`config.mk`:
```
export PLATFORM = sky130hd
export DESIGN_NAME = bcsa_config_space
export DESIGN_NICKNAME = d
export VERILOG_FILES = /design/src/pkg/bcsa_pkg.sv /design/src/rtl/bcsa_config_space.sv
export SDC_FILE = /design/constraint.sdc
export NUM_CORES = 2
export LEC_CHECK = 0
export BUFFER_PORTS_ARGS = -buffer_cell sky130_fd_sc_hd__buf_4
export CAP_MARGIN = 25
export CORE_AREA = 2 2 558 338
export CTS_CLUSTER_SIZE = 24
export DETAILED_ROUTE_END_ITERATION = 6
export DIE_AREA = 0 0 560 340
export PLACE_DENSITY_LB_ADDON = 0.12
export SLEW_MARGIN = 20
export SYNTH_ARGS = -nofsm -noshare
export SYNTH_HDL_FRONTEND = slang
export SYNTH_SLANG_ARGS = --single-unit
```
`constraint.sdc`:
```
create_clock -name clk -period 3.9 [get_ports clk]
set_input_delay 0.585 -clock clk [delete_from_list [all_inputs] [get_ports clk]]
set_output_delay 0.585 -clock clk [all_outputs]
set_load 0.02 [all_outputs]
```
`src/pkg/bcsa_pkg.sv`:
```
// Constants, state encodings and carriers for the bridge configuration space block.
// Assumes a single primary bus clock and that the bus pins are sampled synchronously.
package bcsa_pkg;

   // ---------------------------------------------------------------
   // Configuration offsets (byte addresses)
   // ---------------------------------------------------------------
   localparam logic [7:0] OFF_HEADER = 8'h0C;
   localparam logic [7:0] OFF_PF_WINDOW = 8'h24;
   localparam logic [7:0] OFF_PF_BASE_HI = 8'h28;
   localparam logic [7:0] OFF_PF_LIMIT_HI = 8'h2C;
   localparam logic [7:0] OFF_IO_HI = 8'h30;
   localparam logic [7:0] OFF_CAP_HEAD = 8'h34;
   localparam logic [7:0] OFF_BRIDGE_CTL = 8'h3C;
   localparam logic [7:0] OFF_DEV_SETUP = 8'h40;
   localparam logic [7:0] OFF_READ_PF = 8'h48;
   localparam logic [7:0] OFF_PORT_OPT = 8'h58;
   localparam logic [7:0] OFF_SERR_MASK = 8'h64;
   localparam logic [7:0] OFF_SERR_CLK = 8'h68;
   localparam logic [7:0] OFF_PM_CAP = 8'hDC;
   localparam logic [7:0] OFF_PM_CSR = 8'hE0;
   localparam logic [7:0] OFF_HOTSWAP = 8'hE4;
   localparam logic [7:0] OFF_RSVD_TOP = 8'hE8;

   // ---------------------------------------------------------------
   // Field positions and fixed values
   // ---------------------------------------------------------------
   localparam int HDR_TYPE_LSB = 16;
   localparam int CAP_ID_LSB = 0;
   localparam int CAP_NEXT_LSB = 8;
   localparam int CAP_WORD_LSB = 16;
   localparam int SERR_CAUSE_LSB = 16;
   localparam int HOTSWAP_CTL_LSB = 16;
   localparam logic [7:0] HDR_TYPE_BRIDGE = 8'h01;
   localparam logic [7:0] IRQ_PIN_VAL = 8'h01;
   localparam logic [7:0] PM_CAP_ID = 8'h01;
   localparam logic [7:0] HOTSWAP_CAP_ID = 8'h06;
   localparam logic [7:0] HOTSWAP_NEXT = 8'h00;
   localparam logic [15:0] PM_CAP_WORD = 16'h0002;
   localparam logic [31:0] REG_RESET = 32'h0000_0000;
   localparam logic [7:0] CAUSE_RESET = 8'h00;

   // ---------------------------------------------------------------
   // Writable bit masks
   // ---------------------------------------------------------------
   localparam logic [31:0] MASK_FULL = 32'hFFFF_FFFF;
   localparam logic [31:0] MASK_BRIDGE_CTL = 32'hFFFF_00FF;
   localparam logic [31:0] MASK_LOW_BYTE = 32'h0000_00FF;
   localparam logic [31:0] MASK_LOW_HALF = 32'h0000_FFFF;
   localparam logic [31:0] MASK_PM_CSR = 32'h0000_0003;
   localparam logic [31:0] MASK_HOTSWAP_CTL = 32'h00FF_0000;

   // ---------------------------------------------------------------
   // Bus commands
   // ---------------------------------------------------------------
   localparam logic [3:0] CMD_CFG_RD = 4'hA;
   localparam logic [3:0] CMD_CFG_WR = 4'hB;
   localparam logic [1:0] TYPE0_CODE = 2'h0;

   typedef enum logic [3:0] {
      ST_IDLE = 4'b0001,
      ST_CLAIM = 4'b0010,
      ST_DATA = 4'b0100,
      ST_TURN = 4'b1000
   } bcsa_state_type;

   typedef struct packed {
      logic frame_n;
      logic irdy_n;
      logic idsel;
      logic [31:0] ad;
      logic [3:0] cbe_n;
   } bcsa_pci_in_type;

   typedef struct packed {
      logic [31:0] ad;
      logic ad_oe_n;
      logic devsel_n;
      logic trdy_n;
      logic stop_n;
      logic ctl_oe_n;
   } bcsa_pci_out_type;

   typedef struct packed {
      logic [31:0] pf_window;
      logic [31:0] pf_base_hi;
      logic [31:0] pf_limit_hi;
      logic [31:0] io_hi;
      logic [15:0] bridge_ctl;
      logic [7:0] irq_line;
      logic [31:0] dev_setup;
      logic [7:0] read_pf;
      logic [31:0] port_opt;
      logic [7:0] serr_mask;
      logic [15:0] sec_clk;
      logic [1:0] power_state;
      logic [7:0] hotswap_ctl;
   } bcsa_setup_type;

endpackage

```
`src/rtl/bcsa_config_space.sv`:
```
// Configuration space decoder and register bank of the bridge, primary side only.
// Assumes primary bus pins arrive synchronous to clk; pin wires are resolved outside.
`timescale 1ns/100ps
`default_nettype none

module bcsa_config_space (
   input wire logic clk,
   input wire logic rst_n,
   input wire bcsa_pkg::bcsa_pci_in_type pci_in,
   output bcsa_pkg::bcsa_pci_out_type pci_out,
   input wire logic [7:0] serr_event,
   output bcsa_pkg::bcsa_setup_type setup
);

   typedef struct packed {
      bcsa_pkg::bcsa_state_type st;
      logic is_write;
      logic [5:0] idx;
      logic [31:0] rd_data;
      logic [63:0][31:0] regs;
      logic [7:0] serr_cause;
   } bcsa_core_type;

   bcsa_core_type state_reg;
   bcsa_core_type state_next;

   // ---------------------------------------------------------------
   // Decode functions
   // ---------------------------------------------------------------
   function automatic logic [31:0] wr_mask(input logic [5:0] idx);
      logic [31:0] m;
      m = 32'h0000_0000;
      case (idx)
         bcsa_pkg::OFF_PF_WINDOW[7:2],
         bcsa_pkg::OFF_PF_BASE_HI[7:2],
         bcsa_pkg::OFF_PF_LIMIT_HI[7:2],
         bcsa_pkg::OFF_IO_HI[7:2],
         bcsa_pkg::OFF_DEV_SETUP[7:2],
         bcsa_pkg::OFF_PORT_OPT[7:2]: begin
            m = bcsa_pkg::MASK_FULL;
         end
         bcsa_pkg::OFF_BRIDGE_CTL[7:2]: begin
            m = bcsa_pkg::MASK_BRIDGE_CTL;
         end
         bcsa_pkg::OFF_READ_PF[7:2],
         bcsa_pkg::OFF_SERR_MASK[7:2]: begin
            m = bcsa_pkg::MASK_LOW_BYTE;
         end
         bcsa_pkg::OFF_SERR_CLK[7:2]: begin
            m = bcsa_pkg::MASK_LOW_HALF;
         end
         bcsa_pkg::OFF_PM_CSR[7:2]: begin
            m = bcsa_pkg::MASK_PM_CSR;
         end
         bcsa_pkg::OFF_HOTSWAP[7:2]: begin
            m = bcsa_pkg::MASK_HOTSWAP_CTL;
         end
         default: begin
            // Reserved dwords hold nothing, so writes there are dropped
            m = 32'h0000_0000;
         end
      endcase
      return m;
   endfunction

   function automatic logic [31:0] ro_value(input logic [5:0] idx);
      logic [31:0] v;
      v = 32'h0000_0000;
      case (idx)
         bcsa_pkg::OFF_HEADER[7:2]: begin
            v[bcsa_pkg::HDR_TYPE_LSB +: 8] = bcsa_pkg::HDR_TYPE_BRIDGE;
         end
         bcsa_pkg::OFF_CAP_HEAD[7:2]: begin
            v[7:0] = bcsa_pkg::OFF_PM_CAP;
         end
         bcsa_pkg::OFF_BRIDGE_CTL[7:2]: begin
            v[15:8] = bcsa_pkg::IRQ_PIN_VAL;
         end
         bcsa_pkg::OFF_PM_CAP[7:2]: begin
            v[bcsa_pkg::CAP_ID_LSB +: 8] = bcsa_pkg::PM_CAP_ID;
            v[bcsa_pkg::CAP_NEXT_LSB +: 8] = bcsa_pkg::OFF_HOTSWAP;
            v[bcsa_pkg::CAP_WORD_LSB +: 16] = bcsa_pkg::PM_CAP_WORD;
         end
         bcsa_pkg::OFF_HOTSWAP[7:2]: begin
            v[bcsa_pkg::CAP_ID_LSB +: 8] = bcsa_pkg::HOTSWAP_CAP_ID;
            v[bcsa_pkg::CAP_NEXT_LSB +: 8] = bcsa_pkg::HOTSWAP_NEXT;
         end
         default: begin
            // Reserved space reads as zero
            v = 32'h0000_0000;
         end
      endcase
      return v;
   endfunction

   function automatic logic [31:0] lane_mask(input logic [3:0] be_n);
      logic [31:0] m;
      m = 32'h0000_0000;
      for (int i = 0; i < 4; i++) begin
         m[i*8 +: 8] = {8{~be_n[i]}};
      end
      return m;
   endfunction

   // ---------------------------------------------------------------
   // Address phase decode
   // ---------------------------------------------------------------
   logic addr_hit;
   logic commit;
   logic [31:0] wmask;
   logic [31:0] cause_clear;

   // Only primary pins reach this decoder; nothing from the secondary side can
   always_comb begin
      addr_hit = ~pci_in.frame_n && pci_in.idsel
         && (pci_in.ad[1:0] == bcsa_pkg::TYPE0_CODE)
         && ((pci_in.cbe_n == bcsa_pkg::CMD_CFG_RD) || (pci_in.cbe_n == bcsa_pkg::CMD_CFG_WR));
   end

   always_comb begin
      commit = (state_reg.st == bcsa_pkg::ST_DATA) && ~pci_in.irdy_n;
      wmask = wr_mask(state_reg.idx) & lane_mask(pci_in.cbe_n);
      cause_clear = 32'h0000_0000;
      if (commit && state_reg.is_write && (state_reg.idx == bcsa_pkg::OFF_SERR_CLK[7:2])) begin
         cause_clear = pci_in.ad & lane_mask(pci_in.cbe_n);
      end
   end

   // ---------------------------------------------------------------
   // Next-state logic
   // ---------------------------------------------------------------
   always_comb begin
      state_next = state_reg;
      // Set beats clear when an event lands on a write-one-to-clear
      state_next.serr_cause = (state_reg.serr_cause & ~cause_clear[bcsa_pkg::SERR_CAUSE_LSB +: 8])
         | serr_event;
      case (state_reg.st)
         bcsa_pkg::ST_IDLE: begin
            if (addr_hit) begin
               state_next.st = bcsa_pkg::ST_CLAIM;
               state_next.idx = pci_in.ad[7:2];
               state_next.is_write = pci_in.cbe_n[0];
            end
         end
         bcsa_pkg::ST_CLAIM: begin
            // Read data is taken here so the pins see a flopped value
            state_next.rd_data = (state_reg.regs[state_reg.idx] & wr_mask(state_reg.idx))
               | ro_value(state_reg.idx);
            if (state_reg.idx == bcsa_pkg::OFF_SERR_CLK[7:2]) begin
               state_next.rd_data[bcsa_pkg::SERR_CAUSE_LSB +: 8] = state_reg.serr_cause;
            end
            state_next.st = bcsa_pkg::ST_DATA;
         end
         bcsa_pkg::ST_DATA: begin
            if (commit) begin
               if (state_reg.is_write) begin
                  state_next.regs[state_reg.idx] = (state_reg.regs[state_reg.idx] & ~wmask)
                     | (pci_in.ad & wmask);
               end
               state_next.st = bcsa_pkg::ST_TURN;
            end
         end
         bcsa_pkg::ST_TURN: begin
            state_next.st = bcsa_pkg::ST_IDLE;
         end
         default: begin
            state_next.st = bcsa_pkg::ST_IDLE;
         end
      endcase
   end

   always_ff @(posedge clk or negedge rst_n) begin
      if (!rst_n) begin
         state_reg.st <= bcsa_pkg::ST_IDLE;
         state_reg.is_write <= 1'b0;
         state_reg.idx <= 6'h00;
         state_reg.rd_data <= bcsa_pkg::REG_RESET;
         state_reg.regs <= '0;
         state_reg.serr_cause <= bcsa_pkg::CAUSE_RESET;
      end else begin
         state_reg <= state_next;
      end
   end

   // ---------------------------------------------------------------
   // Pin drive
   // ---------------------------------------------------------------
   // Single-dword target: stop with the first data phase so bursts disconnect
   always_comb begin
      pci_out.ad = state_reg.rd_data;
      pci_out.ad_oe_n = ~((state_reg.st == bcsa_pkg::ST_DATA) && ~state_reg.is_write);
      pci_out.devsel_n = ~((state_reg.st == bcsa_pkg::ST_CLAIM) || (state_reg.st == bcsa_pkg::ST_DATA));
      pci_out.trdy_n = ~(state_reg.st == bcsa_pkg::ST_DATA);
      pci_out.stop_n = ~(state_reg.st == bcsa_pkg::ST_DATA);
      // Turn cycle drives the strobes high before letting go
      pci_out.ctl_oe_n = (state_reg.st == bcsa_pkg::ST_IDLE);
   end

   // ---------------------------------------------------------------
   // Setup outputs to the forwarding logic
   // ---------------------------------------------------------------
   // Vendor registers only tune behaviour; defaults of zero give plain bridging
   always_comb begin
      setup.pf_window = state_reg.regs[bcsa_pkg::OFF_PF_WINDOW[7:2]];
      setup.pf_base_hi = state_reg.regs[bcsa_pkg::OFF_PF_BASE_HI[7:2]];
      setup.pf_limit_hi = state_reg.regs[bcsa_pkg::OFF_PF_LIMIT_HI[7:2]];
      setup.io_hi = state_reg.regs[bcsa_pkg::OFF_IO_HI[7:2]];
      setup.bridge_ctl = state_reg.regs[bcsa_pkg::OFF_BRIDGE_CTL[7:2]][31:16];
      setup.irq_line = state_reg.regs[bcsa_pkg::OFF_BRIDGE_CTL[7:2]][7:0];
      setup.dev_setup = state_reg.regs[bcsa_pkg::OFF_DEV_SETUP[7:2]];
      setup.read_pf = state_reg.regs[bcsa_pkg::OFF_READ_PF[7:2]][7:0];
      setup.port_opt = state_reg.regs[bcsa_pkg::OFF_PORT_OPT[7:2]];
      setup.serr_mask = state_reg.regs[bcsa_pkg::OFF_SERR_MASK[7:2]][7:0];
      setup.sec_clk = state_reg.regs[bcsa_pkg::OFF_SERR_CLK[7:2]][15:0];
      setup.power_state = state_reg.regs[bcsa_pkg::OFF_PM_CSR[7:2]][1:0];
      setup.hotswap_ctl = state_reg.regs[bcsa_pkg::OFF_HOTSWAP[7:2]][bcsa_pkg::HOTSWAP_CTL_LSB +: 8];
   end

   logic rd_phase;
   assign rd_phase = (state_reg.st == bcsa_pkg::ST_DATA) && ~state_reg.is_write;
endmodule

`default_nettype wire

```
==> impl_metrics.tcl <==
set metrics [dict create \
    clock_latency_ps 850 \
    grt_remaining_overflow 0 \
    die_h_um 340 \
    synth-main-ff-cell "sky130_fd_sc_hd__dfrtp_1" \
    run_status "finished clean" \
    tns_ps 0 \
    synthesis.yosys.warnings 0 \
    postRouteAntennaNets 0 \
    min_period_over_period_pct 97.5 \
    synth_top_area_share_pct 63.3 \
    wl_per_cell_um 27.5 \
    areaGrowthSynthToFinish_pct 6.01 \
    final-setup-viol-count 0 \
    total_leakage_power_nw 41.6 \
    total_switching_power_mw 11.5 \
    grt_max_degree 138 \
    period_minus_slack_ps 3800 \
    power_report.internal_total_mw 34.5 \
    async_reset_ff_share_pct 100 \
    placed_cell_area_um2 81200 \
    initial_antenna_violation_count 13 \
    dr_total_vias 39900 \
    dieWidth_um 560 \
    cts_setup_buffers 0 \
    power_per_cell_area_nw_per_um2 524 \
    routed_via_density 5.16 \
    drt_first_iter_violations 3477 \
    p_clk_share_pct 42.6 \
    synth_cells 6604 \
    num_io_pins 344 \
    worst_slew_margin_rel_pct 41.0 \
    grt_first_pass_wirelength_um 315000 \
    post_cts_resize_count 0 \
    timing_worst_slew_pin_value_ps 885 \
    syn_nets 6653 \
    synth_area_leader_cell "sky130_fd_sc_hd__dfrtp_1" \
    power.sequential.fraction_pct 47.4 \
    synth_enable_flop_cells 0 \
    yosysSeqAreaShare_pct 63.3 \
    critical_path.max_fanout 22 \
    critical_path_arrival_ps 4480 \
    tritoncts "built" \
    finalWeightedCongestion 0.828 \
    synth.ff_latch_count 2099 \
    cts.sinks 2099 \
    combinationalPowerShare_pct 10.0 \
    num_rows 123 \
    grt_pass1_vias 42800 \
    cts.clk_slew.worst_paths_ps 60 \
    final_common_cell "sky130_fd_sc_hd__dfrtp_1" \
    ir_drop_mv 0.383 \
    netlist_area_um2 83000 \
    drt_first_pass_iters 6 \
    grt_setup_unrepaired "false" \
    num-nets-final 5127 \
    detail_route.wirelength_um 213000 \
    worst-endpoint-required_ps 4580 \
    clock_root_buffer "sky130_fd_sc_hd__clkbuf_16" \
    cts-root-to-sink-buffers 4 \
    cts_hold_buffers 19 \
    place.detailed.hpwl_um 151000 \
    initial_utilization_pct 44.6 \
    synth_cell_types 74 \
    largest_register_ff_count 1809 \
    htreeDepth 4 \
    post-route-worst-setup-slack_ps 99.0 \
    hold_class "in -> reg" \
    io_buffers 343 \
    worstSetupStartpointType "register" \
    worst-setup-path-type "reg -> reg" \
    final-hold-violation-count 0 \
    final_cell_area_um2 87900 \
    design.die.area_um2 190000 \
    drc 0 \
    fmax_ghz 0.263 \
    worst_clock_skew_ps 59.8 \
    p_sw_share_pct 25.0 \
    core_area_um2 186000 \
    numCtsBuffers 201 \
    post_route_cells_drive_above_1_share_pct 26.6 \
    report.final.slew_viol_count 0 \
    syn_area_cell_um2 12.6 \
    most_used_cells_in_the_layout_excluding_fill_and_tap_cells "sky130_fd_sc_hd__dfrtp_1, sky130_fd_sc_hd__buf_4, sky130_fd_sc_hd__mux2i_1, sky130_fd_sc_hd__a22oi_1, sky130_fd_sc_hd__mux4_2" \
    endpoint_class_of_the_critical_path "register" \
    timing.max_cap.violations 0 \
    netlist_top_cells_area "sky130_fd_sc_hd__dfrtp_1, sky130_fd_sc_hd__clkbuf_1, sky130_fd_sc_hd__mux4_2, sky130_fd_sc_hd__mux2i_1, sky130_fd_sc_hd__buf_4" \
    gr_usage_total_pct 22.5 \
    post-place-ws_ps 148 \
]
[metal layers]
metal	wire length (µm)	global-route usage [%]	share of wire, %
met5	40	0	0.019
met4	4260	4.92	2.0
met3	12000	4.65	5.6
met2	90000	31.4	42
met1	106000	36.1	50
[cell type report]
cell class,count,area [µm²]
Antenna cell,3,7.51
Clock buffer,286,5840
Clock inverter,66,724
Fill cell,16000,98000
Inverter,6,22.5
Multi-Input combinational cell,2147,20200
Sequential cell,2099,52500
Tap cell,2500,3130
Timing Repair Buffer,623,5460
[synthesized netlist by cell type, types with 11 or more instances]
cell type and number:
sky130_fd_sc_hd__buf_2 92, sky130_fd_sc_hd__nand3_1 108, sky130_fd_sc_hd__nor2b_1 12, sky130_fd_sc_hd__a221oi_1 20
sky130_fd_sc_hd__a31oi_1 57, sky130_fd_sc_hd__o21ai_0 43, sky130_fd_sc_hd__dfrtp_1 2098, sky130_fd_sc_hd__mux2i_1 540
sky130_fd_sc_hd__buf_1 13, sky130_fd_sc_hd__nor2_1 140, sky130_fd_sc_hd__a22oi_1 284, sky130_fd_sc_hd__clkbuf_1 1893
sky130_fd_sc_hd__a21o_1 16, sky130_fd_sc_hd__a21oi_1 58, sky130_fd_sc_hd__mux4_2 245, sky130_fd_sc_hd__mux2_2 179
sky130_fd_sc_hd__a211o_1 13, sky130_fd_sc_hd__nor4_1 14, sky130_fd_sc_hd__a22o_1 15, sky130_fd_sc_hd__nand2_1 152
sky130_fd_sc_hd__nand4_1 22, sky130_fd_sc_hd__nand2b_1 11, sky130_fd_sc_hd__nor3_1 20, sky130_fd_sc_hd__o22ai_1 69
sky130_fd_sc_hd__o21ai_1 22, sky130_fd_sc_hd__buf_4 344
[power groups by stage]
stage	clock network [mW]	logic, mW	registers (mW)
floorplan	0	2.40	22.2
global placement	0	4.62	22.2
detailed placement	0	4.63	22.2
CTS	20.1	4.65	21.8
global route	21.1	4.89	21.8
finish	19.6	4.59	21.8
[critical path, stage by stage (launching register included)]
cell                      delay (ps)
sky130_fd_sc_hd__dfrtp_4         550
sky130_fd_sc_hd__buf_12          260
sky130_fd_sc_hd__buf_12          240
sky130_fd_sc_hd__mux2i_1         280
sky130_fd_sc_hd__o22ai_1         120
sky130_fd_sc_hd__nor4_1          690
sky130_fd_sc_hd__buf_4           230
sky130_fd_sc_hd__nand3_1         260
sky130_fd_sc_hd__a221o_1         610
sky130_fd_sc_hd__mux2_2          340
[path summary, 6_finish.rpt]
kind,from,endpoint,slack (ps),cells after the start
worst min-delay path,pci_in[27],state_reg[7],60,3
worst min register to register,state_reg[1240],state_reg[1240],370,0
min in group asynchronous,rst_n,state_reg[1175],340,2
worst max register to register,state_reg[2088],setup[45],100,9
worst max-delay path,state_reg[2088],setup[45],100,9
max in group asynchronous,rst_n,setup[61],2190,3
[stage by stage]
stage | cells | power, mW | hold slack, ps | utilization [%]
6_report | 7730 | 46.1 | 60.5 | 47.3
5_1_grt | 7727 | 47.9 | 27.7 | 47.3
4_1_cts | 7727 | 46.6 | 2.21 | 47.3
3_5_place_dp | 7356 | 26.9 | 358 | 43.7
3_3_place_gp | 7356 | 26.9 | 358 | 43.7
2_1_floorplan | 6604 | 24.6 | 289 | -
[kinds of logic after synthesis]
family	share of synthesized area [%]
flops	63.3
buf+inv	12.5
mux	15.6
compound gates	5.57
xor+xnor	0.0106
simple gates	3.05
No activity file was read; power rests on OpenSTA's default activity.
